**src/shared/ilf_pkg.sv**
```systemverilog
// package: constants and carrier types for the lock, fuse and polling logic
// ----------------------------------------------------------------------------
// Functional notes
// - while programming, reading the last written byte returns it with msb inverted
// - during erase the polled data is taken as all ones, reading 7Fh
// - polling reference is the last byte loaded before programming starts
// - two lock bits at addresses 0 and 1 select protection mode 1, 2 or 3
// - lock bits return to unprogrammed only through chip erase
// - lock mode 2 or 3 refuses programming of every memory space except the lock bits
// - lock mode 3 blocks code reads and debug, signatures and fuses stay readable
// - nineteen fuses, one per address, all reset to all ones
// - writing 00h clears a fuse, writing FFh keeps its previous state
// - fuses 0 and 1 choose crystal, reserved, external clock or internal rc
// - fuses 2 and 3 choose the wake-up time-out, scaled by clock source
// - fuse 04h ones makes reset pin a reset, zeros makes it general io
// - fuse 05h ones enables the supply-drop detector, zeros disables it
// - fuse 06h ones disables on-chip debug, zeros enables it
// - fuse 07h ones enables serial programming, zeros allows entry at power-on only
// - fuses 08h to 0Fh trim the rc oscillator, factory copy at 0008h
// - fuse 10h ones blocks user signature programming, zeros allows it
// - fuse 11h ones starts ports tristated, zeros starts them quasi-bidirectional
// - comparator inputs always reset input-only, slave-select always quasi-bidirectional
// - fuse 12h ones selects fast two-wire debug, zeros is not for use
// - clock fuses act after power-on, reset-pin and programming fuses at session end
// - fuse write with auto-erase opcode is F1h, high address 0, five-bit address
// - status reports busy while programming or while writes are inhibited
// ----------------------------------------------------------------------------
package ilf_pkg;
  localparam logic [7:0] ILF_BYTE_ONES = 8'hFF;
  localparam logic [7:0] ILF_BYTE_ZERO = 8'h00;
  localparam logic [7:0] ILF_MSB_MASK = 8'h80;
  localparam int ILF_NUM_FUSES = 19;
  localparam int ILF_NUM_LOCKS = 2;
  localparam logic [4:0] ILF_FA_CLK0 = 5'h00;
  localparam logic [4:0] ILF_FA_CLK1 = 5'h01;
  localparam logic [4:0] ILF_FA_SUT0 = 5'h02;
  localparam logic [4:0] ILF_FA_SUT1 = 5'h03;
  localparam logic [4:0] ILF_FA_RSTPIN = 5'h04;
  localparam logic [4:0] ILF_FA_SDD = 5'h05;
  localparam logic [4:0] ILF_FA_DBG = 5'h06;
  localparam logic [4:0] ILF_FA_ISP = 5'h07;
  localparam int ILF_FA_TRIM_LO = 8;
  localparam logic [4:0] ILF_FA_USIG = 5'h10;
  localparam logic [4:0] ILF_FA_TRIS = 5'h11;
  localparam logic [4:0] ILF_FA_DBGIF = 5'h12;
  localparam logic [7:0] ILF_OP_FUSE_WR = 8'hE1;
  localparam logic [7:0] ILF_OP_FUSE_WR_AE = 8'hF1;
  localparam logic [7:0] ILF_OP_LOCK_WR = 8'hE4;
  localparam logic [15:0] ILF_FACTORY_TRIM_ADDR = 16'h0008;
  localparam logic [18:0] ILF_FUSE_RESET = 19'h7FFFF;
  localparam logic [1:0] ILF_LOCK_RESET = 2'h3;
  // wake-up time-outs in microseconds
  localparam logic [15:0] ILF_SUT_X0_US = 16'd1000;
  localparam logic [15:0] ILF_SUT_X1_US = 16'd2000;
  localparam logic [15:0] ILF_SUT_X2_US = 16'd4000;
  localparam logic [15:0] ILF_SUT_X3_US = 16'd16000;
  localparam logic [15:0] ILF_SUT_O0_US = 16'd16;
  localparam logic [15:0] ILF_SUT_O1_US = 16'd512;
  localparam logic [15:0] ILF_SUT_O2_US = 16'd1000;
  localparam logic [15:0] ILF_SUT_O3_US = 16'd4000;

  typedef enum logic [1:0] {
    ILF_CLK_CRYSTAL,
    ILF_CLK_RESERVED,
    ILF_CLK_EXTERNAL,
    ILF_CLK_INTERNAL_RC
  } ilf_clk_e;

  typedef enum logic [1:0] {
    ILF_LOCK_MODE1,
    ILF_LOCK_MODE2,
    ILF_LOCK_MODE3
  } ilf_lock_e;

  // one write request from the command decoder
  typedef struct packed {
    logic [7:0] opcode;
    logic [15:0] addr;
    logic [7:0] data;
  } ilf_req_s;

  // configuration derived from the fuses
  typedef struct packed {
    ilf_clk_e clock_source;
    logic [15:0] wakeup_timeout_us;
    logic reset_pin_is_reset;
    logic supply_drop_detector_en;
    logic onchip_debug_en;
    logic isp_enabled;
    logic [7:0] rc_trim;
    logic user_sig_prog_en;
    logic ports_start_tristate;
    logic debug_if_fast;
    logic debug_if_bad;
  } ilf_cfg_s;
endpackage
```
**src/hdl/ilf_core.sv**
```systemverilog
// module: lock bits, user fuse row and busy-indication polling
`timescale 1ns/1ns
module ilf_core (
  // clock and reset
  input wire logic clock,
  input wire logic nrst,
  // power-on and session events
  input wire logic por_pulse,
  input wire logic session_end,
  // write requests
  input wire logic wr_valid,
  input wire ilf_pkg::ilf_req_s wr_req,
  input wire logic wr_is_code,
  input wire logic wr_is_user_sig,
  // programming cycle state
  input wire logic prog_busy,
  input wire logic erase_busy,
  input wire logic chip_erase,
  input wire logic fuse_row_erase,
  input wire logic write_inhibit_flag,
  // read path
  input wire logic rd_is_code,
  input wire logic [15:0] rd_addr,
  input wire logic [7:0] rd_mem_data,
  output logic [7:0] rd_data,
  output logic rd_blocked,
  // lock and fuse view
  output logic [1:0] lock_bits,
  output ilf_pkg::ilf_lock_e lock_mode,
  output logic [18:0] fuse_bits,
  output logic wr_refused,
  output logic status_busy_n,
  // configuration outputs
  output ilf_pkg::ilf_cfg_s cfg,
  output logic comparator_input_a_input_only,
  output logic comparator_input_b_input_only,
  output logic slave_select_quasi_bidir
);
  import ilf_pkg::*;

  // --------------------------------------------------------------------------
  // state
  // --------------------------------------------------------------------------
  logic [1:0] lock_q;
  logic [1:0] lock_d;
  logic [18:0] fuse_q;
  logic [18:0] fuse_d;
  logic [15:0] last_addr_q;
  logic [7:0] last_data_q;
  logic last_valid_q;
  logic [1:0] clk_sel_q;
  logic rstpin_q;
  logic isp_q;
  logic [7:0] rd_data_q;
  logic rd_blocked_q;

  // --------------------------------------------------------------------------
  // decode
  // --------------------------------------------------------------------------
  wire is_fuse_wr = (wr_req.opcode == ILF_OP_FUSE_WR) || (wr_req.opcode == ILF_OP_FUSE_WR_AE);
  wire is_lock_wr = wr_req.opcode == ILF_OP_LOCK_WR;
  wire hi_zero = wr_req.addr[15:8] == ILF_BYTE_ZERO;
  wire [4:0] byte_addr = wr_req.addr[4:0];
  wire data_zero = wr_req.data == ILF_BYTE_ZERO;
  wire mode_ge2 = ~lock_q[0];
  wire mode3 = ~lock_q[0] & ~lock_q[1];
  wire usig_blocked = fuse_q[ILF_FA_USIG];
  // lock writes stay open in mode 2 so the row can still advance to mode 3
  wire refuse = (mode_ge2 & ~is_lock_wr) | (wr_is_user_sig & usig_blocked);
  wire wr_ok = wr_valid & ~refuse & write_inhibit_flag;
  wire fuse_hit = wr_ok & is_fuse_wr & hi_zero & (byte_addr < 5'(ILF_NUM_FUSES));
  wire lock_hit = wr_ok & is_lock_wr & hi_zero & (byte_addr < 5'(ILF_NUM_LOCKS));
  wire data_wr = wr_ok & (wr_is_code | wr_is_user_sig | is_fuse_wr | is_lock_wr);
  wire cycle_busy = prog_busy | erase_busy;
  wire poll_hit = cycle_busy & last_valid_q & (rd_addr == last_addr_q);
  wire [7:0] poll_ref = erase_busy ? ILF_BYTE_ONES : last_data_q;
  wire [7:0] poll_val = poll_ref ^ ILF_MSB_MASK;
  wire code_rd_block = rd_is_code & mode3;

  // only zero data clears; FFh leaves the bit alone
  always_comb begin
    fuse_d = fuse_q;
    if (fuse_row_erase) begin
      fuse_d = ILF_FUSE_RESET;
    end
    if (fuse_hit && data_zero) begin
      fuse_d[byte_addr] = 1'b0;
    end
  end

  // only chip erase sets lock bits back to ones
  always_comb begin
    lock_d = lock_q;
    if (chip_erase) begin
      lock_d = ILF_LOCK_RESET;
    end else if (lock_hit && data_zero) begin
      lock_d[byte_addr[0]] = 1'b0;
    end
  end

  // --------------------------------------------------------------------------
  // registers
  // --------------------------------------------------------------------------
  always_ff @(posedge clock or negedge nrst) begin
    if (!nrst) begin
      lock_q <= ILF_LOCK_RESET;
      fuse_q <= ILF_FUSE_RESET;
    end else begin
      lock_q <= lock_d;
      fuse_q <= fuse_d;
    end
  end

  // each byte accepted while no cycle is busy overwrites the reference, last one wins
  always_ff @(posedge clock or negedge nrst) begin
    if (!nrst) begin
      last_addr_q <= 16'h0000;
      last_data_q <= 8'h00;
      last_valid_q <= 1'b0;
    end else if (data_wr && !cycle_busy) begin
      last_addr_q <= wr_req.addr;
      last_data_q <= wr_req.data;
      last_valid_q <= 1'b1;
    end
  end

  always_ff @(posedge clock or negedge nrst) begin
    if (!nrst) begin
      clk_sel_q <= 2'h3;
      rstpin_q <= 1'b1;
      isp_q <= 1'b1;
    end else begin
      if (por_pulse) begin
        clk_sel_q <= {fuse_q[ILF_FA_CLK1], fuse_q[ILF_FA_CLK0]};
      end
      if (por_pulse || session_end) begin
        rstpin_q <= fuse_q[ILF_FA_RSTPIN];
        isp_q <= fuse_q[ILF_FA_ISP];
      end
    end
  end

  // read data registered one cycle after the address
  always_ff @(posedge clock or negedge nrst) begin
    if (!nrst) begin
      rd_data_q <= 8'h00;
      rd_blocked_q <= 1'b0;
    end else begin
      rd_data_q <= code_rd_block ? ILF_BYTE_ZERO : (poll_hit ? poll_val : rd_mem_data);
      rd_blocked_q <= code_rd_block;
    end
  end

  // --------------------------------------------------------------------------
  // configuration decode
  // --------------------------------------------------------------------------
  wire [1:0] sut = {fuse_q[ILF_FA_SUT1], fuse_q[ILF_FA_SUT0]};
  wire is_crystal_osc = clk_sel_q == 2'h0;
  logic [15:0] sut_us;
  ilf_clk_e clk_src;

  always_comb begin
    unique case (clk_sel_q)
      2'h0: clk_src = ILF_CLK_CRYSTAL;
      2'h1: clk_src = ILF_CLK_RESERVED;
      2'h2: clk_src = ILF_CLK_EXTERNAL;
      2'h3: clk_src = ILF_CLK_INTERNAL_RC;
    endcase
  end

  always_comb begin
    unique case (sut)
      2'h0: sut_us = is_crystal_osc ? ILF_SUT_X0_US : ILF_SUT_O0_US;
      2'h1: sut_us = is_crystal_osc ? ILF_SUT_X1_US : ILF_SUT_O1_US;
      2'h2: sut_us = is_crystal_osc ? ILF_SUT_X2_US : ILF_SUT_O2_US;
      2'h3: sut_us = is_crystal_osc ? ILF_SUT_X3_US : ILF_SUT_O3_US;
    endcase
  end

  // trim fuses occupy row bits 8 to 15
  wire [7:0] trim = fuse_q[ILF_FA_TRIM_LO +: 8];

  always_comb begin
    cfg.clock_source = clk_src;
    cfg.wakeup_timeout_us = sut_us;
    cfg.reset_pin_is_reset = rstpin_q;
    cfg.supply_drop_detector_en = fuse_q[ILF_FA_SDD];
    cfg.onchip_debug_en = ~fuse_q[ILF_FA_DBG] & ~mode3;
    cfg.isp_enabled = isp_q;
    cfg.rc_trim = trim;
    cfg.user_sig_prog_en = ~usig_blocked;
    cfg.ports_start_tristate = fuse_q[ILF_FA_TRIS];
    cfg.debug_if_fast = fuse_q[ILF_FA_DBGIF];
    cfg.debug_if_bad = ~fuse_q[ILF_FA_DBGIF];
  end

  // --------------------------------------------------------------------------
  // outputs
  // --------------------------------------------------------------------------
  assign lock_bits = lock_q;
  assign lock_mode = mode3 ? ILF_LOCK_MODE3 : (mode_ge2 ? ILF_LOCK_MODE2 : ILF_LOCK_MODE1);
  assign fuse_bits = fuse_q;
  assign wr_refused = wr_valid & refuse;
  assign status_busy_n = ~cycle_busy & write_inhibit_flag;
  assign rd_data = rd_data_q;
  assign rd_blocked = rd_blocked_q;
  assign comparator_input_a_input_only = 1'b1;
  assign comparator_input_b_input_only = 1'b1;
  assign slave_select_quasi_bidir = 1'b1;
endmodule // ilf_core

```
**config.mk**
```make
export PLATFORM = sky130hd
export DESIGN_NAME = ilf_core
export DESIGN_NICKNAME = d
export VERILOG_FILES = /design/src/shared/ilf_pkg.sv /design/src/hdl/ilf_core.sv
export SDC_FILE = /design/constraint.sdc
export NUM_CORES = 1
export LEC_CHECK = 0
export BUFFER_PORTS_ARGS = -buffer_cell sky130_fd_sc_hd__buf_2
export CORE_MARGIN = 1
export CORE_UTILIZATION = 48
export CTS_BUF_LIST = sky130_fd_sc_hd__clkbuf_4
export DETAILED_ROUTE_END_ITERATION = 12
export MAX_ROUTING_LAYER = met4
export PLACE_DENSITY = 0.79
export SLEW_MARGIN = 5
export SYNTH_ARGS = -nofsm -noshare
export SYNTH_HDL_FRONTEND = slang
export SYNTH_SLANG_ARGS = --single-unit
```
**constraint.sdc**
```tcl
create_clock -name clock -period 2.3 [get_ports clock]
set_input_delay 0.46 -clock clock [delete_from_list [all_inputs] [get_ports clock]]
set_output_delay 0.46 -clock clock [all_outputs]
set_load 0.01 [all_outputs]
```
# --- Word level (Yosys, flattened, before mapping) ---
# Index checks and enable logic that the tools add are counted.
op_classes:
  bitwise: 37
  order_cmp: 6
  muxes: 19
  n_addsub: 0
  shifts: 0
  reduce_logical: 13
  n_eq_ne: 10
  div_mod_pow: 0
  multipliers: 0
ops:
  columns: ["cell", "n"]
  rows:
  - ["case mux 16 bit (4 select lines)", 1]
  - ["2-to-1 mux 19 bit", 2]
  - ["== test 8 bit, second input constant", 3]
  - ["2-to-1 mux 8 bit", 3]
  - ["AND 19 bit", 1]
  - ["inverter 19 bit", 1]
  - ["AND 1 bit", 18]
  - ["== test 16 bit", 1]
  - ["zero test 8 bit", 2]
  - ["2-to-1 mux 14 bit", 1]
  - ["2-to-1 mux 12 bit", 1]
  - ["2-to-1 mux 11 bit", 1]
  - ["2-to-1 mux 10 bit", 1]
  - ["inverter 1 bit", 10]
  - ["== test 2 bit, second input constant", 4]
  - ["case mux 2 bit (4 select lines)", 1]
  - ["< comparator 5 x 6 -> 1 bit, second input constant", 1]
  - ["2-to-1 mux 2 bit", 3]
  - ["demux 1 bit (select 5 bit)", 1]
  - [">= comparator 5 x 1 -> 1 bit, second input constant", 1]
  - ["logical AND 1 bit", 5]
  - ["< comparator 5 x 2 -> 1 bit, second input constant", 1]
  - ["< comparator 5 bit, second input constant", 1]
  - ["bitwise OR 1 bit", 5]
  - ["other kinds (11)", 16]
word_totals:
  romBits: 0
  mem_bits_rw: 0
  in_bits: 69
  out_inout_bits: 71
  n_memories: 0
  elab_cells: 95
  latchBits: 0
  reg_bits: 59

# --- Logic depth before layout (Yosys ltp) ---
logic_depth:
  ltp_word: 13
  ltp_mapped: 6
  depth_no_buf: 5

# --- Worst setup path after synthesis ---
# No wires, ideal clock.
synth_timing:
  path_type: "input-to-reg"
  start: "input port wr_req[5] (netlist name)"
  end: "register fuse_q[11] (netlist: fuse_bits[11])"
  arrival_ns: 1.964
  cell_stages: 4
  t_required_ns: 2.222
  setup_time_ns: 0.078
  path_buffers: 0
  setup_slack_ns: 0.258
  path_cell_list: "or4_4 -> or4_1 -> or3_4 -> o22a_2"
synth_between:
  elab_chain_cells: 3
synth_lines:
  columns: ["element", "line_no", "source"]
  rows:
  - ["start, declared", "ilf_core.sv:12", "input wire ilf_pkg::ilf_req_s wr_req,"]
  - ["zero test 8 bit", "ilf_core.sv:64", "wire data_zero = wr_req.data == ILF_BYTE_ZERO;"]
  - ["logical AND 1 bit", "ilf_core.sv:86", "if (fuse_hit && data_zero) begin"]
  - ["2-to-1 mux 19 bit", "ilf_core.sv:86", null]
  - ["net fuse_d[11]", "ilf_core.sv:47", "logic [18:0] fuse_d;"]
  - ["end signal, assigned", "ilf_core.sv:110", "fuse_q <= fuse_d;"]
  - ["end, declared", "ilf_core.sv:46", "logic [18:0] fuse_q;"]
# The timed path passes the listed nets, and every way through them passes these cells.
# A chain may end at the register's enable or synchronous reset.

==> results.md <==
- Main flop type after synthesis: dfrtp_1
- Leakage power: 1.71 nW
- Worst path arrival time: 1.65 ns
- Initial antenna violation count: 0
- Total global-route track usage: 23.4%
- Synth Instances: 278
- Max-cap viol count: 0
- Die Y: ~81 microns
- Final WL: 7020 microns
- N_diodes: 0
- Post-CTS setup buffers: 0
- WP data required: 1.84 ns
- CTS Root Buffer Type: clkbuf_4
- Post-synth EDFFs: 0
- Sequential area share after synthesis: between 50% and 60%
- CTS max path bufs: 2
- Crit path max-delay family: simple AND/OR/NAND/NOR gates
- Total CTS buffers: 9
- Initial DRC count: 119
- First-pass GRT wire length: 11,000 microns
- Crit-path most repeated cell: nor2_1
- I/O Pins: 140
- Setup violations, final: 0
- Final ANT Viol Nets: 0
- First drt pass iteration count: 4
- I/O Buffers: 131
- Max incr delay on CP: 0.41 ns
- Area grow syn2layout: 25.9%
- Max Transition Viols Final: 0
- Final non-filler cell area: approximately 0.0038 sq mm
- Layout Utilization: about 63%
- CTS tree: done
- Syn. warnings: 0
- Core area: 0.00596 sq mm
- Period minus WS final: 2.11 ns
- Vias: 2,426
- PD cells: between 600 and 700 mW/mm^2
- Worst reg2reg setup slack: around 0.50 ns
- Final GP Congestion: 0.845
- RSZ-0062 raised after global routing: no
- Worst-Skew Late Latency: 0.40 ns
- CTS clk-pin slew, worst paths: 0.11 ns
- CP max-delay cell: nor2_1
- Cell variety after synth: 42
- Die Wd: 81.0 microns
- Final net count: 464
- Post-DR vias/cell: 5.11
- Die footprint: 0.00655 sq mm
- Yosys reg bits: a little under 60
- GRT overflow: 0
- Setup crit end kind: output pin
- Setup TNS: 0 ns
- Number of global-route vias before repair: approximately 2.3k
- Row cnt: 28
- Outcome: complete, no violations
- Syn_area_per_cell: 10.8 sq um
- Cts hold-fix bufs: 0
- Crit path launch type: register
- Worst VDD drop: ~0.0005 V
- Worst-path fanout max: 8
- Largest net degree at the start of global routing: 37
- Drt drc: 0
- Initial core utilization: 50.3%
- Crit Path Class: register to output pin
- Period utilisation layout: 91.7%
- Worst Tran Pin Value: 0.580 ns
- Post-cts resize count: 0
- CP bufs+invs: 1
- Critical Path, Cell by Cell: nor2_1 -> nor2_1 -> a21oi_1 -> buf_2
- Fmax: roughly 470 MHz
- Htree depth: 3
- Ys async rst share: 100%
- Clk_skew: 0.0139 ns
- Area post-placement: roughly 0.0036 sq mm
- Fraction of layout cells with a size suffix above 1: 52.8%
- Mapped Area: 0.00299 sq mm
- Tot Pwr: approximately 2.5 mW
- Hold Vio Cnt, Final: 0
- Worst hold path class: input port to asynchronous set/reset pin
- Clock sinks: 59
- Post-DP HPWL: 5380 microns
- Drt wl/cell: 14.8 microns
- Rel. slew slack: 61.3%
==> placed cells by master (no fill, tap or decap), drive strengths merged, types with 9 or more instances in the layout <==
cell / synthesis / layout
a21oi: 22 / 22
buf: 26 / 136
clkbuf: 8 / 9
dfrtp: 34 / 34
dfstp: 25 / 25
mux2: 28 / 28
nor2: 28 / 28
nor3: 12 / 12
nor4: 13 / 13
xor2: 14 / 14
==> worst register-to-register path, delay by kind of cell (launching register included) <==
kind,cells,cell delay (ns)
AND/OR/NAND/NOR,3,1.01
flip-flops,1,0.41
XOR/XNOR,1,0.16
AO/OA/AOI/OAI,1,0.16
==> layer usage <==
layer	track usage [%]	share of wire (%)
met1	29.8	44
met2	36.6	48
met3	4.72	4.9
met4	9.64	2.2
met5	-	0
==> cell usage after synthesis, types with 2 or more instances <==
master | n | area [sq um]
buf_4 | 23 | 173
o21ai_0 | 4 | 20.0
inv_1 | 5 | 18.8
nand3_1 | 3 | 15.0
mux2_2 | 28 | 315
nand2_1 | 5 | 18.8
conb_1 | 2 | 7.51
nor4_1 | 13 | 81.3
xnor2_1 | 4 | 35.0
nor3_1 | 12 | 60.1
o22a_2 | 2 | 20.0
nand3b_1 | 4 | 30.0
and2_1 | 5 | 31.3
clkbuf_1 | 8 | 30.0
dfstp_2 | 25 | 657
a21oi_1 | 22 | 110
and3b_1 | 2 | 17.5
o22a_1 | 6 | 52.6
nor3b_1 | 2 | 15.0
nor2b_1 | 5 | 31.3
nor2_1 | 28 | 105
dfrtp_1 | 34 | 851
or4_1 | 3 | 22.5
buf_2 | 2 | 10.0
xor2_1 | 14 | 123
==> power by group <==
part	leakage [nW]	switching (mW)	internal (mW)
Combinational	0.939	0.152	0.187
Clock	0.0959	0.404	0.548
Sequential	0.680	0.0659	1.15
Total	1.71	0.622	1.89
==> cell type report <==
class | instances | area, sq um
Multi-Input combinational cell | 184 | 1240
Tap cell | 75 | 93.8
Fill cell | 497 | 2190
Timing Repair Buffer | 136 | 718
Clock inverter | 7 | 116
Sequential cell | 59 | 1510
Clock buffer | 9 | 67.6
Inverter | 5 | 18.8
==> cell families (layout without fill, tap and decap cells) <==
kind of cell	count (synthesis)	after routing	share of synthesized area (%)
buffers and inverters	41	157	8.78
xor gates and xnor gates	18	18	5.27
AOI/OAI and AO/OA	37	37	7.57
muxes	28	28	10.5
DFF	59	59	50.4
and+or+nand+nor	93	93	17.2
other	2	8	0.251
==> final timing paths <==
check | cells after the start | endpoint | startpoint
worst max-delay path | 4 | cfg[21] | clk_sel_q[1]$_DFFE_PN1P_
worst min-delay path | 1 | last_addr_q[8]$_DFFE_PN0P_ | nrst
worst max register to register | 5 | rd_data[7]$_DFF_PN0_ | last_addr_q[12]$_DFFE_PN0P_
worst min register to register | 1 | last_valid_q$_DFFE_PN0P_ | last_valid_q$_DFFE_PN0P_
max in group asynchronous | 2 | clk_sel_q[0]$_DFFE_PN1P_ | nrst
min in group clock | 2 | lock_bits[1]$_DFFE_PN1P_ | wr_req[8]
==> flip-flops by register name, indices dropped and copies added, names as in the netlist <==
| name | count |
|---|---|
| fuse_bits | 19 |
| last_addr_q | 16 |
| last_data_q | 8 |
| rd_data | 8 |
| clk_sel_q | 2 |
| lock_bits | 2 |
| isp_q | 1 |
| last_valid_q | 1 |
| rd_blocked | 1 |
| rstpin_q | 1 |
==> through the flow <==
stage / hold WS [ns] / instances / setup WS, ns
floorplan: 0.164 / 284 / 0.258
global placement: 0.445 / 459 / 0.102
detailed placement: 0.452 / 459 / 0.0585
CTS: 0.0256 / 475 / 0.168
global route: 0.0613 / 475 / 0.103
finish: 0.0443 / 475 / 0.191
Power figures use the tool's default switching activity.
